**src/common/dmac_pkg.sv**
```systemverilog
package dmac_pkg;

  localparam int DMAC_DATA_W = 16;
  localparam int DMAC_MUL_W = 17;
  localparam int DMAC_PROD_W = 34;
  localparam int DMAC_MOUT_W = 33;
  localparam int DMAC_ACC_W = 40;
  localparam int DMAC_GUARD_LO = 32;
  localparam int DMAC_CLIP_BIT = 31;
  localparam int DMAC_SHIFT_W = 5;
  localparam int DMAC_BYTE_W = 8;
  localparam int DMAC_NUM_ACC = 2;

  // register byte offsets
  localparam logic [7:0] DMAC_OFF_CTRL = 8'h00;
  localparam logic [7:0] DMAC_OFF_TRAPEN = 8'h04;
  localparam logic [7:0] DMAC_OFF_OPA = 8'h08;
  localparam logic [7:0] DMAC_OFF_OPB = 8'h0C;
  localparam logic [7:0] DMAC_OFF_CMD = 8'h10;
  localparam logic [7:0] DMAC_OFF_STATUS = 8'h14;
  localparam logic [7:0] DMAC_OFF_PROD = 8'h18;
  localparam logic [7:0] DMAC_OFF_ACC1_LO = 8'h1C;
  localparam logic [7:0] DMAC_OFF_ACC1_HI = 8'h20;
  localparam logic [7:0] DMAC_OFF_ACC2_LO = 8'h24;
  localparam logic [7:0] DMAC_OFF_ACC2_HI = 8'h28;

  // core control register fields
  localparam int DMAC_CTRL_FRAC_BIT = 0;
  localparam int DMAC_CTRL_WIDTH_BIT = 4;
  localparam int DMAC_CTRL_CLIP2_BIT = 6;
  localparam int DMAC_CTRL_CLIP1_BIT = 7;
  localparam logic [7:0] DMAC_CTRL_RESET = 8'h01;
  localparam logic [7:0] DMAC_CTRL_MASK = 8'hD1;

  // trap enable register fields
  localparam int DMAC_TRAPEN_W = 2;

  // saturation targets
  localparam logic [39:0] DMAC_SAT31_POS = 40'h00_7FFF_FFFF;
  localparam logic [39:0] DMAC_SAT31_NEG = 40'hFF_8000_0000;
  localparam logic [39:0] DMAC_SAT39_POS = 40'h7F_FFFF_FFFF;
  localparam logic [39:0] DMAC_SAT39_NEG = 40'h80_0000_0000;

  typedef enum logic [2:0] {
    DMAC_OP_NOP = 3'h0,
    DMAC_OP_MAC = 3'h1,
    DMAC_OP_MSC = 3'h2,
    DMAC_OP_MPY = 3'h3,
    DMAC_OP_ADD = 3'h4,
    DMAC_OP_SUB = 3'h5,
    DMAC_OP_LAC = 3'h6,
    DMAC_OP_MUL = 3'h7
  } dmac_op_t;

  // command word, low 16 bits of a write to the command register
  typedef struct packed {
    logic [2:0] rsv_hi;
    logic [4:0] shift;
    logic rsv_lo;
    logic byte_mode;
    logic b_signed;
    logic a_signed;
    logic acc_sel;
    dmac_op_t op;
  } dmac_cmd_t;

  // status register, low 8 bits
  typedef struct packed {
    logic [1:0] sign_lost;
    logic any_clipped_flag;
    logic any_guard_overflow_flag;
    logic [1:0] clipped;
    logic [1:0] guard_ovf;
  } dmac_status_t;

endpackage

```
**src/design/dmac_unit.sv**
```systemverilog
// How it works
// - 17x17 multiplier runs signed or unsigned per operand, chosen by the command.
// - scaler gives 1.31 fractional product or plain 32-bit integer product.
// - unsigned operand gets zero in its extra 17th input bit.
// - signed operand copies its sign bit into the extra 17th input bit.
// - 33-bit multiplier/scaler output is sign-extended to 40 bits for accumulation.
// - fractional mode treats operands as Q15; 16x16 gives a 1.31 product.
// - same multiplier serves integer multiply, signed, unsigned and mixed sign.
// - integer product gives 16-bit result for bytes, 32-bit result for words.
// - 40-bit adder/subtractor uses selected accumulator as source and destination.
// - add and load accumulator data pass through a barrel shifter first.
// - one adder input can be forced to zero; other is true or complemented.
// - add uses true data and carry in low; subtract complements with carry in high.
// - overflow out of bit 39 is flagged as catastrophic sign loss.
// - guard overflow flagged when bits 32 to 39 are not all equal or on overflow out of bit 39.
// - overflow and clip status bits are latched and readable in the status register.
// - clipping decided from sum, overflow, clip enables at 7:6 and width bit 4.
// - clipped flag set on saturation after bit 31 or bit 39 overflow.
// - combined flags are the OR of both guard flags and both clipped flags.
// - each guard flag is rewritten by every adder operation on its own accumulator.
// - arithmetic trap raised when a guard flag and its trap enable are both set.
// - 16-bit fraction 0x8000 is -1.0 and 0x7FFF is just below one.
module dmac_unit
  import dmac_pkg::*;
#(
  parameter int DATA_W = DMAC_DATA_W,
  parameter int ACC_W = DMAC_ACC_W
) (
  input wire logic hclk,
  input wire logic hresetn,
  input wire logic hsel,
  input wire logic [31:0] haddr,
  input wire logic [1:0] htrans,
  input wire logic hwrite,
  input wire logic [2:0] hsize,
  input wire logic [31:0] hwdata,
  input wire logic hready,
  output logic hreadyout,
  output logic hresp,
  output logic [31:0] hrdata,
  output logic arith_trap
);

  generate
    if (DATA_W != DMAC_DATA_W || ACC_W != DMAC_ACC_W) begin : g_bad_width
      $error("dmac_unit supports only 16-bit operands and 40-bit accumulators");
    end
  endgenerate

  // bus address phase capture
  logic wr_pend_reg;
  logic [7:0] addr_reg;
  logic [7:0] ctrl_reg;
  logic [DMAC_TRAPEN_W-1:0] trapen_reg;
  logic [DATA_W-1:0] opa_reg;
  logic [DATA_W-1:0] opb_reg;
  logic [31:0] prod_reg;
  logic [ACC_W-1:0] acc_reg [DMAC_NUM_ACC];
  logic [1:0] guard_reg;
  logic [1:0] clip_reg;
  logic [1:0] lost_reg;

  wire logic addr_valid = hsel & htrans[1] & hready;
  wire logic wr_ctrl = wr_pend_reg & (addr_reg == DMAC_OFF_CTRL);
  wire logic wr_trapen = wr_pend_reg & (addr_reg == DMAC_OFF_TRAPEN);
  wire logic wr_opa = wr_pend_reg & (addr_reg == DMAC_OFF_OPA);
  wire logic wr_opb = wr_pend_reg & (addr_reg == DMAC_OFF_OPB);
  wire logic wr_cmd = wr_pend_reg & (addr_reg == DMAC_OFF_CMD);
  wire logic wr_stat = wr_pend_reg & (addr_reg == DMAC_OFF_STATUS);

  // command decode
  wire dmac_cmd_t cmd = dmac_cmd_t'(hwdata[DATA_W-1:0]);
  wire logic sel = cmd.acc_sel;
  wire logic is_mac = (cmd.op == DMAC_OP_MAC) | (cmd.op == DMAC_OP_MSC) | (cmd.op == DMAC_OP_MPY);
  wire logic is_dat = (cmd.op == DMAC_OP_ADD) | (cmd.op == DMAC_OP_SUB) | (cmd.op == DMAC_OP_LAC);
  wire logic is_sub = (cmd.op == DMAC_OP_MSC) | (cmd.op == DMAC_OP_SUB);
  wire logic zero_x = (cmd.op == DMAC_OP_MPY) | (cmd.op == DMAC_OP_LAC);
  wire logic is_mul = cmd.op == DMAC_OP_MUL;
  wire logic do_acc = wr_cmd & (is_mac | is_dat);
  wire logic do_mul = wr_cmd & is_mul;

  // operand narrowing for byte-sized integer products
  wire logic byte_sel = is_mul & cmd.byte_mode;
  wire logic [DATA_W-1:0] a_w = byte_sel ? {{DMAC_BYTE_W{cmd.a_signed & opa_reg[DMAC_BYTE_W-1]}},
    opa_reg[DMAC_BYTE_W-1:0]} : opa_reg;
  wire logic [DATA_W-1:0] b_w = byte_sel ? {{DMAC_BYTE_W{cmd.b_signed & opb_reg[DMAC_BYTE_W-1]}},
    opb_reg[DMAC_BYTE_W-1:0]} : opb_reg;

  // 17th input bit: zero when unsigned, sign copy when signed
  wire logic [DMAC_MUL_W-1:0] a17 = {cmd.a_signed & a_w[DATA_W-1], a_w};
  wire logic [DMAC_MUL_W-1:0] b17 = {cmd.b_signed & b_w[DATA_W-1], b_w};

  // one signed 17x17 multiplier for every mode and for integer products
  wire logic signed [DMAC_PROD_W-1:0] prod = $signed(a17) * $signed(b17);

  // scaler: fractional shifts left once so Q15 x Q15 lands as 1.31
  wire logic frac_mode = ctrl_reg[DMAC_CTRL_FRAC_BIT];
  wire logic [DMAC_MOUT_W-1:0] mout = frac_mode ? {prod[DMAC_MOUT_W-2:0], 1'b0}
    : prod[DMAC_MOUT_W-1:0];
  wire logic [ACC_W-1:0] mout40 = {{(ACC_W-DMAC_MOUT_W){mout[DMAC_MOUT_W-1]}}, mout};

  // integer product result width follows operand size
  wire logic [31:0] mul_res = cmd.byte_mode ? {16'h0000, prod[DATA_W-1:0]} : prod[31:0];

  // barrel shifter: data sits in bits 31:16, positive shift right, negative left
  wire logic [ACC_W-1:0] dat40 = {{(ACC_W-32){opa_reg[DATA_W-1]}}, opa_reg, 16'h0000};
  wire logic signed [DMAC_SHIFT_W-1:0] sh = $signed(cmd.shift);
  wire logic [DMAC_SHIFT_W-1:0] sh_mag = sh[DMAC_SHIFT_W-1] ? DMAC_SHIFT_W'(-sh) : cmd.shift;
  wire logic [ACC_W-1:0] dat_sh = sh[DMAC_SHIFT_W-1] ? (dat40 << sh_mag)
    : ACC_W'($signed(dat40) >>> sh_mag);

  // adder inputs
  wire logic [ACC_W-1:0] x_in = zero_x ? '0 : acc_reg[sel];
  wire logic [ACC_W-1:0] y_raw = is_mac ? mout40 : dat_sh;
  wire logic [ACC_W-1:0] y_in = is_sub ? ~y_raw : y_raw;
  wire logic carry_in = is_sub;
  wire logic [ACC_W-1:0] sum = x_in + y_in + ACC_W'(carry_in);

  // overflow detection
  wire logic cat_ovf = (x_in[ACC_W-1] == y_in[ACC_W-1]) & (sum[ACC_W-1] != x_in[ACC_W-1]);
  wire logic guard_ovf = ~(&sum[ACC_W-1:DMAC_GUARD_LO] | ~|sum[ACC_W-1:DMAC_GUARD_LO]);
  wire logic b31_ovf = ~(&sum[ACC_W-1:DMAC_CLIP_BIT] | ~|sum[ACC_W-1:DMAC_CLIP_BIT]);
  wire logic true_neg = cat_ovf ? ~sum[ACC_W-1] : sum[ACC_W-1];

  // saturation control
  wire logic wide_clip = ctrl_reg[DMAC_CTRL_WIDTH_BIT];
  wire logic clip_en = sel ? ctrl_reg[DMAC_CTRL_CLIP2_BIT] : ctrl_reg[DMAC_CTRL_CLIP1_BIT];
  wire logic sat_hit = clip_en & (wide_clip ? cat_ovf : (cat_ovf | b31_ovf));
  wire logic [ACC_W-1:0] sat_val = wide_clip ? (true_neg ? DMAC_SAT39_NEG : DMAC_SAT39_POS)
    : (true_neg ? DMAC_SAT31_NEG : DMAC_SAT31_POS);
  wire logic [ACC_W-1:0] acc_new = sat_hit ? sat_val : sum;

  // status write-one-to-clear with set winning
  wire dmac_status_t stat_wr = dmac_status_t'(hwdata[7:0]);
  wire logic [1:0] hit = do_acc ? (sel ? 2'b10 : 2'b01) : 2'b00;
  wire logic [1:0] clip_clr = wr_stat ? stat_wr.clipped : 2'b00;
  wire logic [1:0] lost_clr = wr_stat ? stat_wr.sign_lost : 2'b00;
  wire logic [1:0] guard_clr = wr_stat ? stat_wr.guard_ovf : 2'b00;

  logic [1:0] guard_next;
  logic [1:0] clip_next;
  logic [1:0] lost_next;

  generate
    for (genvar i = 0; i < DMAC_NUM_ACC; i++) begin : g_flag
      assign guard_next[i] = hit[i] ? (guard_ovf | cat_ovf) : (guard_reg[i] & ~guard_clr[i]);
      assign clip_next[i] = (hit[i] & sat_hit) | (clip_reg[i] & ~clip_clr[i]);
      assign lost_next[i] = (hit[i] & cat_ovf) | (lost_reg[i] & ~lost_clr[i]);

      always_ff @(posedge hclk or negedge hresetn) begin
        if (!hresetn) begin
          acc_reg[i] <= '0;
        end else if (hit[i]) begin
          acc_reg[i] <= acc_new;
        end
      end

      // guard overflow flag, rewritten by every adder pass on this accumulator
      always_ff @(posedge hclk or negedge hresetn) begin
        if (!hresetn) begin
          guard_reg[i] <= 1'b0;
        end else begin
          guard_reg[i] <= guard_next[i];
        end
      end

      // clipped flag, set wins over clear
      always_ff @(posedge hclk or negedge hresetn) begin
        if (!hresetn) begin
          clip_reg[i] <= 1'b0;
        end else begin
          clip_reg[i] <= clip_next[i];
        end
      end

      // sign lost flag, set wins over clear
      always_ff @(posedge hclk or negedge hresetn) begin
        if (!hresetn) begin
          lost_reg[i] <= 1'b0;
        end else begin
          lost_reg[i] <= lost_next[i];
        end
      end
    end
  endgenerate

  // status view
  dmac_status_t status;
  assign status.guard_ovf = guard_reg;
  assign status.clipped = clip_reg;
  assign status.any_guard_overflow_flag = |guard_reg;
  assign status.any_clipped_flag = |clip_reg;
  assign status.sign_lost = lost_reg;

  assign arith_trap = |(guard_reg & trapen_reg);

  // bus side
  always_ff @(posedge hclk or negedge hresetn) begin
    if (!hresetn) begin
      wr_pend_reg <= 1'b0;
      addr_reg <= 8'h00;
    end else if (hready) begin
      wr_pend_reg <= addr_valid & hwrite;
      addr_reg <= addr_valid ? haddr[7:0] : 8'h00;
    end
  end

  // core control register
  always_ff @(posedge hclk or negedge hresetn) begin
    if (!hresetn) begin
      ctrl_reg <= DMAC_CTRL_RESET;
    end else if (wr_ctrl) begin
      ctrl_reg <= hwdata[7:0] & DMAC_CTRL_MASK;
    end
  end

  // trap enables
  always_ff @(posedge hclk or negedge hresetn) begin
    if (!hresetn) begin
      trapen_reg <= '0;
    end else if (wr_trapen) begin
      trapen_reg <= hwdata[DMAC_TRAPEN_W-1:0];
    end
  end

  // first operand, also the add and load data
  always_ff @(posedge hclk or negedge hresetn) begin
    if (!hresetn) begin
      opa_reg <= '0;
    end else if (wr_opa) begin
      opa_reg <= hwdata[DATA_W-1:0];
    end
  end

  // second operand
  always_ff @(posedge hclk or negedge hresetn) begin
    if (!hresetn) begin
      opb_reg <= '0;
    end else if (wr_opb) begin
      opb_reg <= hwdata[DATA_W-1:0];
    end
  end

  // integer product result
  always_ff @(posedge hclk or negedge hresetn) begin
    if (!hresetn) begin
      prod_reg <= '0;
    end else if (do_mul) begin
      prod_reg <= mul_res;
    end
  end

  // read select, unmapped reads return zero
  wire logic rd_ctrl = addr_reg == DMAC_OFF_CTRL;
  wire logic rd_trapen = addr_reg == DMAC_OFF_TRAPEN;
  wire logic rd_opa = addr_reg == DMAC_OFF_OPA;
  wire logic rd_opb = addr_reg == DMAC_OFF_OPB;
  wire logic rd_stat = addr_reg == DMAC_OFF_STATUS;
  wire logic rd_prod = addr_reg == DMAC_OFF_PROD;
  wire logic rd_a1lo = addr_reg == DMAC_OFF_ACC1_LO;
  wire logic rd_a1hi = addr_reg == DMAC_OFF_ACC1_HI;
  wire logic rd_a2lo = addr_reg == DMAC_OFF_ACC2_LO;
  wire logic rd_a2hi = addr_reg == DMAC_OFF_ACC2_HI;

  wire logic [31:0] rd_mux = ({32{rd_ctrl}} & {24'h000000, ctrl_reg})
    | ({32{rd_trapen}} & {30'h00000000, trapen_reg})
    | ({32{rd_opa}} & {16'h0000, opa_reg})
    | ({32{rd_opb}} & {16'h0000, opb_reg})
    | ({32{rd_stat}} & {24'h000000, status})
    | ({32{rd_prod}} & prod_reg)
    | ({32{rd_a1lo}} & acc_reg[0][31:0])
    | ({32{rd_a1hi}} & {24'h000000, acc_reg[0][ACC_W-1:32]})
    | ({32{rd_a2lo}} & acc_reg[1][31:0])
    | ({32{rd_a2hi}} & {24'h000000, acc_reg[1][ACC_W-1:32]});

  assign hrdata = rd_mux;
  assign hreadyout = 1'b1;
  assign hresp = 1'b0;

endmodule

```
**config.mk**
```make
export PLATFORM = sky130hd
export DESIGN_NAME = dmac_unit
export DESIGN_NICKNAME = d
export VERILOG_FILES = /design/src/common/dmac_pkg.sv /design/src/design/dmac_unit.sv
export SDC_FILE = /design/constraint.sdc
export NUM_CORES = 1
export LEC_CHECK = 0
export BUFFER_PORTS_ARGS = -buffer_cell sky130_fd_sc_hd__clkbuf_2
export CAP_MARGIN = 40
export CORE_MARGIN = 2
export CORE_UTILIZATION = 50
export DETAILED_ROUTE_END_ITERATION = 16
export GPL_TIMING_DRIVEN = 0
export HOLD_SLACK_MARGIN = 0.12
export PLACE_DENSITY = 0.67
export SLEW_MARGIN = 20
export SYNTH_ARGS = -nofsm -noshare
export SYNTH_HDL_FRONTEND = slang
export SYNTH_SLANG_ARGS = --single-unit
```
**constraint.sdc**
```tcl
create_clock -name hclk -period 22.4 [get_ports hclk]
set_clock_uncertainty 0.1 [all_clocks]
set_input_delay 4.48 -clock hclk [delete_from_list [all_inputs] [get_ports hclk]]
set_output_delay 4.48 -clock hclk [all_outputs]
set_load 0.02 [all_outputs]
```
==> impl_results.md <==
- Run status: completed
- Input/output buffers: 58
- Cell mode on critical path: fa_1
- WP buf/inv: 11
- Metal-1 WL: 39,700 um
- Post-Route WL: 90,300 um
- Die ar.: 50,400 um^2
- Final nets: 3,473
- Max incr delay on CP: 0.63 ns
- Fmax: 56.5 MHz
- Final period utilization: 78.9%
- Post-synthesis sequential area ratio: 17.0%
- Least-Margin Pin Slew: 0.942 ns
- #FFs+latches synth: 165
- Drt first pass iters: 7
- Reg clk slew, reported paths: 0.07 ns
- First-pass GRT wire length: 139,000 um
- Tightest Hold Check Type: reg2reg
- Fraction of registers with async set/reset: 100%
- Crit Reg-Reg Startpoint: opa_reg[7]
- Final hold vios: 0
- Mapped Cells: 2,891
- Die Ht: 225 um
- Synthesized area: 24,300 um^2
- Drt drc: 0
- CP Max Fanout: 10
- GRT Total Usage: 36.8%
- # H-tree levels: 4
- Post-synth EDFFs: 0
- WP data required: 22.69 ns
- Final setup TNS: 0 ns
- Post-CTS Setup Inserts: 0
- Clk Latency, worst-skew pair: 0.48 ns
- RSZ-0062 raised after global routing: false
- Synth unique cells: 84
- # setup viols final: 0
- Most used DFF post-synth: dfrtp_1
- Arrival time worst endpoint: 17.98 ns
- Initial Util: 50.9%
- Final core utilization: 54.8%
- Sink Count: 165
- Hold_buf cts: 0
- Critical path launch point type: primary input
- Setup crit start: hwdata[1]
- Leading cell type in the layout, fill and taps excluded: nand2_1
- CTS buffer count: 17
- Die Wd: 225 um
- Average size of a mapped cell: 8.42 um^2
- Detailed Route Iter0 Violations: 2,901
- Max-cap violations: 0
- Root buf cell: clkbuf_16
- Final count of pins violating max slew: 0
- Top sig layer: met5
- FP Rows: 80
- Synth Warn #: 0
- Syn-to-layout area delta: 7.84%
- Post_cts resized: 0
- CTS tree: yes
- Vias in the first global route: 22,607
- Final ANT Viol Nets: 0
- RD Place Congestion: 0.997
- Most frequent cells in the layout: nand2_1, inv_1, fa_1
- Final Critical Period: 17.68 ns
- Core area: 47,800 um^2
- Hold wc startpoint: prod_reg[23]
- Layout cells sized above 1: 6.67%
- Cell family with most CP delay: adder cells
- I/O pin count: 109
- Max reg flops: 80
- HPWL after DPL: 74,000 um
- GR Overflow Total: 0
- Drt wl/cell: 25.0 um
- Via count: 22,559
- CP endpoint kind: flop
- Number of antenna violations at the first check in global routing: 6
- Largest net degree at the start of global routing: 73
- Met2 Routed Length: 38,600 um
- Synth Net Count: 3,378
- Worst relative slew slack: 37.2%
- CP Class: in2reg
- Slowest cell on crit path: a31oi_1
- Clk buf depth: 2
- Met3 WL: 8940 um
- Via density: 6.24
-- cells in the mapped netlist, types with 17 or more instances --
| cell type | number | area [um^2] |
|---|---|---|
| mux2_2 | 43 | 484 |
| a21o_1 | 54 | 405 |
| o22ai_1 | 17 | 106 |
| a31oi_1 | 21 | 131 |
| nand2_1 | 376 | 1410 |
| nand3_1 | 150 | 751 |
| xnor2_1 | 68 | 596 |
| clkbuf_1 | 155 | 582 |
| o21a_1 | 17 | 128 |
| fa_1 | 291 | 5830 |
| o21ai_0 | 127 | 636 |
| inv_1 | 343 | 1290 |
| xor2_1 | 48 | 420 |
| ha_1 | 122 | 1530 |
| a22oi_1 | 42 | 315 |
| nand4_1 | 21 | 131 |
| a21oi_1 | 130 | 651 |
| and2_1 | 116 | 726 |
| mux2i_1 | 127 | 1270 |
| dfrtp_1 | 164 | 4100 |
| nor2_1 | 182 | 683 |
| a222oi_1 | 22 | 220 |
| nor3_1 | 19 | 95.1 |
-- worst reg2reg max path, delay by kind of cell, from the launching register on --
| kind | cells | cell delay (ns) |
|---|---|---|
| XOR/XNOR | 2 | 0.58 |
| flip-flops | 1 | 0.56 |
| buffers and inverters | 9 | 2.08 |
| AO/OA/AOI/OAI | 14 | 3.70 |
| AND/OR/NAND/NOR | 12 | 2.47 |
| adder cells (fa/ha/maj) | 8 | 3.95 |
-- layer usage --
| metal | global-route usage [%] | vias up |
|---|---|---|
| met5 | 0 | - |
| met4 | 11.3 | 8 |
| met3 | 7.63 | 183 |
| met2 | 54.7 | 1196 |
| met1 | 54.0 | 11331 |
| li1 | - | 9841 |
-- worst paths after layout --
| kind | cells after the start | slack [ns] | to |
|---|---|---|---|
| hold reg to reg | 2 | 0.39 | prod_reg[23] |
| min in group asynchronous | 1 | 3.83 | addr_reg[0] |
| max in group asynchronous | 3 | 17.31 | prod_reg[26] |
| setup / recovery | 47 | 4.72 | acc_reg[23] |
| hold / removal | 2 | 0.39 | prod_reg[23] |
| setup reg to reg | 45 | 8.86 | acc_reg[23] |
-- cell families (layout without fill, tap and decap cells) --
logic type	Yosys count	count (layout)	synth area share, %
and+or+nand+nor	940	940	17.8
DFF	165	165	17.0
adders and majority gates	413	413	30.2
other	2	3	0.0309
AOI/OAI and AO/OA	558	558	15.1
buffers and inverters	524	632	8.22
muxes	172	172	7.36
xor gates and xnor gates	117	117	4.29
-- stage by stage --
| stage | setup slack (ns) | std cells | area [um^2] | hold WS (ns) |
|---|---|---|---|---|
| floorplan | 7.85 | 2891 | 24300 | 0.338 |
| global placement | 4.47 | 3564 | 25400 | 0.363 |
| detailed placement | 4.47 | 3576 | 25600 | 0.368 |
| CTS | 4.92 | 3608 | 26200 | 0.386 |
| global route | 4.20 | 3614 | 26200 | 0.424 |
| finish | 4.72 | 3615 | 26200 | 0.387 |
-- cell type report --
| class | instances | area, um^2 |
|---|---|---|
| fillers | 4521 | 21600 |
| multi-input cells | 2202 | 18200 |
| flip-flops and latches | 165 | 4130 |
| inverters | 344 | 1290 |
| well taps | 615 | 769 |
| plain buffers | 180 | 711 |
| repair buffers | 76 | 509 |
| clock buffers | 17 | 425 |
| clock inverters | 15 | 194 |
| diodes | 1 | 2.50 |
Power is left out: the tool's default activity adds up to more than one toggle a clock period on the data nets, which glitch-free logic cannot reach.
